### config.mk
export PLATFORM = sky130hd
export DESIGN_NAME = program_counter_stack
export DESIGN_NICKNAME = d
export VERILOG_FILES = /design/src/pc_seq_pkg.sv /design/src/cycle_divider.sv /design/src/program_counter_stack.sv
export SDC_FILE = /design/constraint.sdc
export NUM_CORES = 1
export LEC_CHECK = 0
export BUFFER_PORTS_ARGS = -buffer_cell sky130_fd_sc_hd__buf_2
export CAP_MARGIN = 20
export CORE_ASPECT_RATIO = 1.5
export CORE_MARGIN = 3
export CORE_UTILIZATION = 45
export CTS_BUF_LIST = sky130_fd_sc_hd__clkbuf_2 sky130_fd_sc_hd__clkbuf_4 sky130_fd_sc_hd__clkbuf_8
export DETAILED_ROUTE_END_ITERATION = 8
export PLACE_DENSITY = 0.67
export SYNTH_ARGS = -nofsm -noshare
export SYNTH_HDL_FRONTEND = slang
export SYNTH_SLANG_ARGS = --single-unit
### constraint.sdc
create_clock -name sys_clk -period 2.4 [get_ports sys_clk]
set_input_delay 0.48 -clock sys_clk [delete_from_list [all_inputs] [get_ports sys_clk]]
set_output_delay 0.48 -clock sys_clk [all_outputs]
set_load 0.05 [all_outputs]
### src/pc_seq_pkg.sv
// Purpose: constants for the program sequencing unit
// Assumes: one instruction-cycle enable derived from sys_clk
package pc_seq_pkg;
  localparam int PC_WIDTH    = 10;
  localparam int PAGE_WORDS  = 1024;
  localparam int INSTR_WIDTH = 13;
  localparam int STACK_DEPTH = 5;
  localparam int LOW_BITS    = 8;
  localparam int DIV_WIDTH   = 4;
  localparam logic [PC_WIDTH-1:0] PC_RESET = 10'h000;
  localparam logic [PC_WIDTH-1:0] PC_ONE   = 10'h001;
  localparam logic [1:0] CPI_2  = 2'h0;
  localparam logic [1:0] CPI_4  = 2'h1;
  localparam logic [1:0] CPI_8  = 2'h2;
  localparam logic [1:0] CPI_16 = 2'h3;
  // Last divider count for each clocks-per-cycle choice
  localparam logic [DIV_WIDTH-1:0] DIV_LAST_2  = 4'h1;
  localparam logic [DIV_WIDTH-1:0] DIV_LAST_4  = 4'h3;
  localparam logic [DIV_WIDTH-1:0] DIV_LAST_8  = 4'h7;
  localparam logic [DIV_WIDTH-1:0] DIV_LAST_16 = 4'hF;
  typedef enum logic [2:0] {
    OP_NEXT, OP_JUMP, OP_CALL, OP_RETURN, OP_REL_ADD, OP_LOW_LOAD,
    OP_REG_WRITE
  } pc_op_e;
endpackage : pc_seq_pkg

### src/cycle_divider.sv
// Purpose: instruction-cycle tick generator
// Assumes: select fixed at programming time, sampled continuously
// Notes: tick is one sys_clk wide
`timescale 1ns/1ns
`default_nettype none
module cycle_divider (
  input  wire logic       sys_clk,
  input  wire logic       reset_n,
  input  wire logic [1:0] cpi_sel,
  output logic            cycle_tick
);
  import pc_seq_pkg::*;
  logic [DIV_WIDTH-1:0] div_reg;
  logic [DIV_WIDTH-1:0] div_last;

  always_comb begin
    unique case (cpi_sel)
      CPI_2:   div_last = DIV_LAST_2;
      CPI_4:   div_last = DIV_LAST_4;
      CPI_8:   div_last = DIV_LAST_8;
      CPI_16:  div_last = DIV_LAST_16;
    endcase
  end

  always_ff @(posedge sys_clk) begin
    if (!reset_n || div_reg >= div_last) begin
      div_reg <= '0;
    end else begin
      div_reg <= div_reg + 4'h1;
    end
  end

  assign cycle_tick = reset_n && (div_reg == div_last);

  a_tick_spacing: assert property (@(posedge sys_clk)
    disable iff (!reset_n)
    cycle_tick && cpi_sel == CPI_2 && $stable(cpi_sel) |=> !cycle_tick)
    else $error("tick too close");
endmodule : cycle_divider
`default_nettype wire

### src/program_counter_stack.sv
// Purpose: program counter with five-level return stack
// Assumes: decoder holds instr_valid and op until instr_done
// Notes: reset_pin_n is asynchronous to sys_clk and is synchronised
`timescale 1ns/1ns
`default_nettype none
module program_counter_stack (
  input  wire logic                         sys_clk,
  input  wire logic                         reset_n,
  input  wire logic                         reset_pin_n,
  input  wire logic [1:0]                   cpi_sel,
  input  wire logic                         instr_valid,
  input  wire pc_seq_pkg::pc_op_e           op,
  input  wire logic [pc_seq_pkg::PC_WIDTH-1:0] target,
  input  wire logic [7:0]                   acc,
  input  wire logic [7:0]                   reg_wdata,
  output logic [pc_seq_pkg::PC_WIDTH-1:0]   program_counter,
  output logic                              fetch_en,
  output logic                              instr_done,
  output logic                              extra_cycle,
  output logic                              irq_enable_set
);
  import pc_seq_pkg::*;

  ////////////////////////////////////////////////////////////////////////
  logic       pin_meta_reg;
  logic       pin_sync_reg;
  logic       run;
  logic       cycle_tick;
  logic       extra_reg;
  logic       irq_set_reg;
  logic [PC_WIDTH-1:0] pc_reg;
  logic [PC_WIDTH-1:0] pc_next;
  logic [PC_WIDTH-1:0] pc_plus_one;
  logic [PC_WIDTH-1:0] stack_reg [STACK_DEPTH];
  logic [2:0] sp_reg;
  logic [2:0] sp_top;
  logic       step;
  logic       changes_pc;

  // Two flops, pin is asynchronous
  always_ff @(posedge sys_clk) begin
    if (!reset_n) begin
      pin_meta_reg <= 1'b0;
      pin_sync_reg <= 1'b0;
    end else begin
      pin_meta_reg <= reset_pin_n;
      pin_sync_reg <= pin_meta_reg;
    end
  end

  assign run = reset_n && pin_sync_reg;

  cycle_divider u_div (
    .sys_clk    (sys_clk),
    .reset_n    (run),
    .cpi_sel    (cpi_sel),
    .cycle_tick (cycle_tick)
  );

  ////////////////////////////////////////////////////////////////////////
  assign changes_pc = (op != OP_NEXT);
  // Counter changers finish on the second cycle
  assign step = cycle_tick && instr_valid && (!changes_pc || extra_reg);
  assign pc_plus_one = pc_reg + PC_ONE;
  assign sp_top = (sp_reg == 3'h0) ? 3'(STACK_DEPTH - 1) : sp_reg - 3'h1;

  always_ff @(posedge sys_clk) begin
    if (!run) begin
      extra_reg <= 1'b0;
    end else if (cycle_tick && instr_valid && changes_pc) begin
      extra_reg <= !extra_reg;
    end
  end

  always_comb begin
    pc_next = pc_plus_one;
    unique case (op)
      OP_NEXT: pc_next = pc_plus_one;
      OP_JUMP: pc_next = target;
      OP_CALL: pc_next = target;
      OP_RETURN: pc_next = stack_reg[sp_top];
      OP_REL_ADD: pc_next = pc_reg + {2'h0, acc};
      OP_LOW_LOAD: pc_next = {pc_reg[PC_WIDTH-1:LOW_BITS], acc};
      OP_REG_WRITE: pc_next = {pc_reg[PC_WIDTH-1:LOW_BITS], reg_wdata};
      // Unused code treated as a plain step
      default: pc_next = pc_plus_one;
    endcase
  end

  always_ff @(posedge sys_clk) begin
    if (!run) begin
      pc_reg <= PC_RESET;
    end else if (step) begin
      pc_reg <= pc_next;
    end
  end

  always_ff @(posedge sys_clk) begin
    if (!run) begin
      sp_reg <= 3'h0;
    end else if (step && op == OP_CALL) begin
      sp_reg <= (sp_reg == 3'(STACK_DEPTH - 1)) ? 3'h0 : sp_reg + 3'h1;
    end else if (step && op == OP_RETURN) begin
      sp_reg <= sp_top;
    end
  end

  generate
    for (genvar i = 0; i < STACK_DEPTH; i++) begin : g_stack
      always_ff @(posedge sys_clk) begin
        if (!run) begin
          stack_reg[i] <= PC_RESET;
        end else if (step && op == OP_CALL && sp_reg == 3'(i)) begin
          stack_reg[i] <= pc_plus_one;
        end
      end
    end
  endgenerate

  always_ff @(posedge sys_clk) begin
    if (!run) begin
      irq_set_reg <= 1'b0;
    end else begin
      irq_set_reg <= step && op == OP_RETURN && target[0];
    end
  end

  assign program_counter = pc_reg;
  assign fetch_en        = run;
  assign instr_done      = step;
  assign extra_cycle     = extra_reg;
  assign irq_enable_set  = irq_set_reg;

  ////////////////////////////////////////////////////////////////////////
  // Reset clears the counter whatever the decoder presents
  a_reset_clear: assert property (@(posedge sys_clk)
    !reset_n |=> program_counter == PC_RESET)
    else $error("counter not cleared");

  a_pin_clear: assert property (@(posedge sys_clk)
    !run |=> program_counter == PC_RESET)
    else $error("counter not cleared by pin");

  // Two sync flops, so three low samples must stop fetching
  a_pin_hold: assert property (@(posedge sys_clk)
    disable iff (!reset_n) !reset_pin_n [*3] |=> !fetch_en)
    else $error("fetch while pin low");

  a_jump_load: assert property (@(posedge sys_clk)
    disable iff (!run) step && op == OP_JUMP |=> pc_reg == $past(target))
    else $error("jump target wrong");

  a_call_load: assert property (@(posedge sys_clk)
    disable iff (!run) step && op == OP_CALL |=> pc_reg == $past(target))
    else $error("call target wrong");

  // Pushed entry is read back through the new stack top
  a_call_push: assert property (@(posedge sys_clk)
    disable iff (!run) step && op == OP_CALL
    |=> stack_reg[sp_top] == $past(pc_reg) + PC_ONE)
    else $error("call pushed wrong address");

  a_ret_pop: assert property (@(posedge sys_clk)
    disable iff (!run) step && op == OP_RETURN
    |=> pc_reg == $past(stack_reg[sp_top]) && sp_reg == $past(sp_top))
    else $error("return did not pop");

  a_rel_add: assert property (@(posedge sys_clk)
    disable iff (!run) step && op == OP_REL_ADD
    |=> pc_reg == PC_WIDTH'($past(pc_reg) + $past(acc)))
    else $error("relative add wrong");

  a_low_load: assert property (@(posedge sys_clk)
    disable iff (!run) step && op == OP_LOW_LOAD
    |=> pc_reg[PC_WIDTH-1:LOW_BITS] == $past(pc_reg[PC_WIDTH-1:LOW_BITS])
    && pc_reg[LOW_BITS-1:0] == $past(acc))
    else $error("low load wrong");

  a_upper_kept: assert property (@(posedge sys_clk)
    disable iff (!run) step && op == OP_REG_WRITE
    |=> $stable(pc_reg[PC_WIDTH-1:LOW_BITS])
    && pc_reg[LOW_BITS-1:0] == $past(reg_wdata))
    else $error("register write wrong");

  a_next_step: assert property (@(posedge sys_clk)
    disable iff (!run) step && op == OP_NEXT
    |=> pc_reg == $past(pc_reg) + PC_ONE)
    else $error("counter did not advance");

  // First tick of a counter changer only raises the added cycle
  a_extra_cycle: assert property (@(posedge sys_clk)
    disable iff (!run)
    cycle_tick && instr_valid && changes_pc && !extra_reg
    |-> !instr_done ##1 extra_cycle)
    else $error("no extra cycle");

  a_done_single: assert property (@(posedge sys_clk)
    disable iff (!run) instr_done |=> !instr_done)
    else $error("retire pulse too long");

  a_irq_return: assert property (@(posedge sys_clk)
    disable iff (!run) step && op == OP_RETURN && target[0]
    |=> irq_enable_set)
    else $error("enable not set");

  a_irq_quiet: assert property (@(posedge sys_clk)
    disable iff (!run) !(step && op == OP_RETURN && target[0])
    |=> !irq_enable_set)
    else $error("enable set without return");

  a_stack_range: assert property (@(posedge sys_clk)
    disable iff (!run) sp_reg < 3'(STACK_DEPTH))
    else $error("stack pointer out of range");

  // No overflow flag exists, so the wrap itself is the only evidence
  a_stack_wrap: assert property (@(posedge sys_clk)
    disable iff (!run) step && op == OP_CALL
    && sp_reg == 3'(STACK_DEPTH - 1) |=> sp_reg == 3'h0)
    else $error("stack did not wrap");

  c_call: cover property (@(posedge sys_clk) step && op == OP_CALL);
  c_return: cover property (@(posedge sys_clk) step && op == OP_RETURN);
  c_wrap: cover property (@(posedge sys_clk)
    step && op == OP_CALL && sp_reg == 3'(STACK_DEPTH - 1));
  c_rel_add: cover property (@(posedge sys_clk) step && op == OP_REL_ADD);
  c_irq_return: cover property (@(posedge sys_clk) irq_enable_set);
endmodule : program_counter_stack
`default_nettype wire

**After elaboration in Yosys (flattened, before gate mapping)**

Memories as Yosys holds them, arrays and structs flattened.
Index checks and enable logic that the tools add are counted.

- Bitwise operators: 7
- Add/subtract/negate cells: 5
- Muxes and demuxes: 27
- Reductions and logical operators: 24
- Magnitude comparators: 1
- Equality and inequality tests: 14

Operators by type and width:

| kind | count |
|---|---|
| $mux 10 | 5 |
| $pmux 10 s5 | 1 |
| $mux 1 | 16 |
| $pmux 4 s4 | 1 |
| $logic_and 1x1->1 | 13 |
| $eq 3x2->1 const B | 4 |
| $eq 3x3->1 const B | 4 |
| $mux 3 | 4 |
| $add 10x1->10 const B | 1 |
| $add 10x8->10 | 1 |
| $eq 3x1->1 const B | 2 |
| $or 1x1->1 | 5 |
| $add 4x1->4 const B | 1 |
| $eq 2x2->1 const B | 2 |
| $eq 4x4->1 | 1 |
| $ge 4x4->1 | 1 |
| $add 3x1->3 const B | 1 |
| $logic_not 1->1 | 3 |
| $logic_not 3->1 | 1 |
| $reduce_and 3->1 | 1 |
| $reduce_bool 3->1 | 1 |
| $sub 3x1->3 const B | 1 |
| $eq 2x1->1 const B | 1 |
| $logic_not 2->1 | 1 |
| 4 further kinds | 6 |

- Memory bits (writable): 50
- Input port bits: 35
- Memories: 1
- Flip-flop bits (word level): 21

Memories:

| name | depth | bits a word | read ports | clocked after memory_dff | write ports | line | source |
|---|---|---|---|---|---|---|---|
| stack_reg | 5 | 10 | 1 | 0 | 5 | program_counter_stack.sv:34 | `logic [PC_WIDTH-1:0] stack_reg [STACK_DEPTH];` |

**Longest topological paths before layout**

- Word-level depth: 12
- Gate-level depth with buffers: 10

**Modules after synthesis**

A second synthesis with hierarchy kept.

- Cells, all modules: 427
- Area total of the unflattened synthesis: 4,311.6 um^2

Modules (own cells, without submodules):

| module | cells an instance | area each (um^2) | instances | seq. area each (um^2) |
|---|---|---|---|---|
| program_counter_stack | 400 | 4,081.4 | 1 | 1,841.8 |
| cycle_divider | 27 | 230.2 | 1 | 80.1 |

**Least setup slack after synthesis**

Ideal clock, no wire load.

- Path type: flip-flop to flip-flop
- From: register sp_reg[0]
- To: register pc_reg[9] (netlist: program_counter[9])
- Cell stages (with the launch flop): 9
- Data arrival time: 2.314 ns
- Required time: 2.240 ns
- Setup time: 0.160 ns
- Setup slack: -0.074 ns
- Path buffers: 0
- Period minus slack after synthesis: 2.474 ns
- Cells stage by stage: dfxtp_1 > inv_1 > ha_1 > ha_1 > nor2_4 > mux4_2 > a22o_2 > o21ai_0 > a311oi_1

- Longest elaborated chain between the ends: 4
- Elaborated cells on any way between the ends: 5
- Classes of those cells: add/sub (1); mux (2); reduce/logical (1); memory (1)

Ends and longest elaborated chain:

| item | line | source |
|---|---|---|
| start: declaration | program_counter_stack.sv:35 | `logic [2:0] sp_reg;` |
| start signal: assignment | program_counter_stack.sv:102 | `sp_reg <= (sp_reg == 3'(STACK_DEPTH - 1)) ? 3'h0 : sp_reg + 3'h1;` |
| start signal: assignment | program_counter_stack.sv:104 | `sp_reg <= sp_top;` |
| $sub 3x1->3 / $logic_not 3->1 (equally long branches) | program_counter_stack.sv:65 | `assign sp_top = (sp_reg == 3'h0) ? 3'(STACK_DEPTH - 1) : sp_reg - 3'h1;` |
| $mux 3 * | program_counter_stack.sv:65 |  |
| $mem_v2 5x10 * | -- |  |
| $pmux 10 s5 * | program_counter_stack.sv:77 | `unique case (op)` |
| end signal: assignment | program_counter_stack.sv:94 | `pc_reg <= pc_next;` |
| end: declaration | program_counter_stack.sv:31 | `logic [PC_WIDTH-1:0] pc_reg;` |

Mark *: on every way between the ends. The rest lies on a longest branch, timed or not.
A chain may end at the register's enable or synchronous reset.

**Worst setup path after layout**

- From: register u_div.div_reg[2]
- To: output port instr_done

- Longest elaborated chain between the ends: 4

Ends and longest elaborated chain:

| item | line | source |
|---|---|---|
| start: declaration | cycle_divider.sv:13 | `logic [DIV_WIDTH-1:0] div_reg;` |
| start signal: assignment | cycle_divider.sv:29 | `div_reg <= div_reg + 4'h1;` |
| $eq 4x4->1 | cycle_divider.sv:33 | `assign cycle_tick = reset_n && (div_reg == div_last);` |
| $logic_and 1x1->1 | cycle_divider.sv:33 |  |
| $logic_and 1x1->1 (2 in a row) | program_counter_stack.sv:63 | `assign step = cycle_tick && instr_valid && (!changes_pc \|\| extra_reg);` |
| end: declaration | program_counter_stack.sv:18 | `output logic instr_done,` |

Every way passes these cells.

==> qor.yml <==
clock_network:
  cts_buffers: 9
  post_cts_buffers: 0
  htree_levels: 3
  cts.sinks: 71
  hold_buffers: 0
  clockRootBuffer: "clkbuf_8"
  cts_buffer_depth: 2
  cts_tree: "done"
  clk_latency_ps: 360
  path_clk_slew_ps: 80
critical_path:
  critPathKind: "register to output pin"
  cp-end-kind: "output pin"
  cp-start-kind: "register"
  path_buf_inv: 3
  cpPeakStageDelay_ps: 340
  cpMaxStageDelayCell: "dfxtp_1"
  worstPathCellList: "ha_1, nand3_2, nor3_4, o21ai_0, buf_4, inv_2, buf_8"
  critPathTopFamily: "buffers and inverters"
  critPathMaxFanout: 3
  cp.arrival_ps: 1810
  critPathRequiredTime_ps: 1920
global_routing:
  grt_overflow_total: 0
  antenna_found_initial: 0
  grt_start_max_net_pins: 29
  grt_pass1_vias: 3508
  grt_util_all_layers: 0.207
  grt_pass1_wl_um: 17300
yosys:
  synthFlopType: "edfxtp_1"
  synthCells: 421
  ys_seq_area_frac: 0.451
  synth-seq-cells: 71
  synth.distinct_cells: 59
  synth-async-reset-ratio: 0
  synth_edf_count: 50
  syn_nets: 477
  yosysWarnings: 0
  synth.avg_cell_area_um2: 10.1
  syn_area_mm2: 0.00426
sta:
  max_freq_mhz: 437
  tightest_slew_ps: 631
  clock_skew_ps: 11.6
  final.period_utilization: 0.954
  rsz0062_at_grt: "false"
  fin_setup_tns_ps: 0
  maxSlewViolCount: 0
  slew_headroom: 0.578
  post-route-min-period_ps: 2290
  setup_viol: 0
  hold_violations: 0
  fin_ws_ps: 110
floorplanning:
  initial_core_util: 0.471
  die_area_mm2: 0.0107
  die_w_um: 85.5
  row_count: 42
  die_height_um: 125
  core_mm2: 0.00904
  pin_count: 49
placement:
  port-buffer-count: 48
  gp_congestion: 0.907
  dp_hpwl_um: 8350
  post-place-ws_ps: -122
  dpl.cell_count: 598
pwr:
  p_leak_nw: 2.14
  internal_power_mw: 1.91
  seqPwrFrac: 0.530
  p_sw_frac: 0.239
  p_clk_frac: 0.388
  p_per_area_mw_per_mm2: 485
  peakVddDrop_mv: 0.347
  p_sw_mw: 0.599
  power_frac_comb: 0.082
route:
  detail_route.wl_per_cell_um: 17.5
  drt_first_pass_iters: 4
  vias: 3480
  ant_nets: 0
  routed_wl_um: 10800
  viasPerCell: 5.67
  drc: 0
  drt_iter0_markers: 207
layout:
  diodes: 0
  multi_input_area_mm2: 0.00220
  nFillCells: 790
  stdcell_count: 614
  drive_above_1_share: 0.270
  nNetsFinal: 555
  area_delta_synth_final_pct: 21.3
  seq_area_mm2: 0.00193
  largest_register_ffs: 50
hold_path:
  hp-class: "input port to register"
job:
  cap_violations: 0
outcome:
  status: "finished, final reports clean"
==> layout by cell type, fill, tap and decap left out, types with 3 or more instances in the layout <==
cell type  instances
nand3_1            9
mux2i_1            4
a311oi_1           4
clkbuf_8           9
o21ai_0           25
mux4_2             8
a2111o_1           3
nand2_1           25
o221ai_1           4
edfxtp_1          50
dfxtp_2            3
buf_2             47
maj3_1             5
and3_1             5
inv_1             18
o21a_1             3
a21o_1             3
ha_1              19
nor2_1            75
nand2b_1          10
dfxtp_1           18
mux4_1             3
buf_4             36
xnor2_1            5
nor3_1             5
a211oi_1           5
a221oi_1           3
buf_12             6
o211ai_1           3
a21oi_1           23
xor2_1             9
nor2b_1            8
==> timing repair <==
action | 4_1_cts | 5_1_grt
gates resized for setup | 6 | 6
pin swaps | 1 | 1
setup endpoints to repair | 1 | 8
==> cells by family (layout without fill, tap and decap cells) <==
logic type / count (synthesis) / in the layout / share of synthesized area
AOI/OAI and AO/OA: 95 / 95 / 0.154
xor gates and xnor gates: 14 / 14 / 0.0288
adders and majority gates: 26 / 26 / 0.0752
buffers and inverters: 42 / 125 / 0.0417
DFF: 71 / 71 / 0.451
muxes: 16 / 16 / 0.0728
and+or+nand+nor: 157 / 157 / 0.177
==> power by group through the flow <==
stage / clock network, mW / registers [mW] / logic, mW
4_1_cts: 0.995 / 1.33 / 0.202
3_5_place_dp: 0 / 1.36 / 0.200
6_report: 0.974 / 1.33 / 0.205
3_3_place_gp: 0 / 1.36 / 0.197
2_1_floorplan: 0 / 1.35 / 0.114
5_1_grt: 1.04 / 1.33 / 0.226
==> routing by layer <==
layer | share of wire | track usage
met1 | 0.41 | 0.236
met2 | 0.53 | 0.367
met3 | 0.038 | 0.0395
met4 | 0.024 | 0.0960
met5 | 0 | 0
==> synthesized netlist by cell type (all sizes together) (4+ instances only) <==
| library cell | instances | area [um2] |
|---|---|---|
| nor2 | 76 | 293 |
| edfxtp | 50 | 1500 |
| nand2 | 27 | 104 |
| o21ai | 25 | 125 |
| a21oi | 23 | 115 |
| dfxtp | 21 | 420 |
| ha | 20 | 250 |
| inv | 19 | 71.3 |
| buf | 16 | 78.8 |
| mux4 | 11 | 259 |
| nand2b | 10 | 62.6 |
| nand3 | 10 | 50.1 |
| xor2 | 9 | 78.8 |
| nor2b | 8 | 50.1 |
| clkbuf | 7 | 27.5 |
| nor3 | 7 | 40.0 |
| a211oi | 5 | 37.5 |
| a221oi | 5 | 43.8 |
| and3 | 5 | 31.3 |
| maj3 | 5 | 50.1 |
| xnor2 | 5 | 43.8 |
| a311oi | 4 | 35.0 |
| and2 | 4 | 27.5 |
| mux2i | 4 | 40.0 |
| o221ai | 4 | 35.0 |
==> path summary, 6_finish.rpt <==
| kind | start | to | slack, ps | cells past startpoint |
|---|---|---|---|---|
| max | u_div.div_reg[2] | instr_done | 110 | 7 |
| min | reset_pin_n | pin_meta_reg | 340 | 2 |
| max reg2reg | u_div.div_reg[2] | stack_reg[1][2] | 140 | 8 |
| min reg2reg | pin_meta_reg | pin_sync_reg | 460 | 1 |
==> area by class of cell <==
| class | count | area share |
|---|---|---|
| Timing Repair Buffer | 90 | 0.124 |
| Inverter | 19 | 0.0138 |
| Tap cell | 110 | 0.0266 |
| Clock inverter | 6 | 0.0133 |
| Multi-Input combinational cell | 308 | 0.425 |
| Sequential cell | 71 | 0.372 |
| Clock buffer | 10 | 0.0254 |
==> worst reg2reg max path, delay by kind of cell, from the launching register on <==
| family | cells | cell delay [ps] |
|---|---|---|
| simple gates | 5 | 1000 |
| fa+ha+maj | 1 | 320 |
| buf+inv | 2 | 320 |
| flops | 1 | 340 |
==> metrics by stage <==
stage	util	area [um2]	hold WS, ps	power (mW)
global placement	0.545	4930	431	1.55
CTS	0.569	5150	323	2.53
detailed placement	0.545	4930	442	1.56
finish	0.572	5170	340	2.51
floorplan	-	4260	426	1.47
global route	0.572	5170	338	2.60
(Power assumes the default switching activity.)
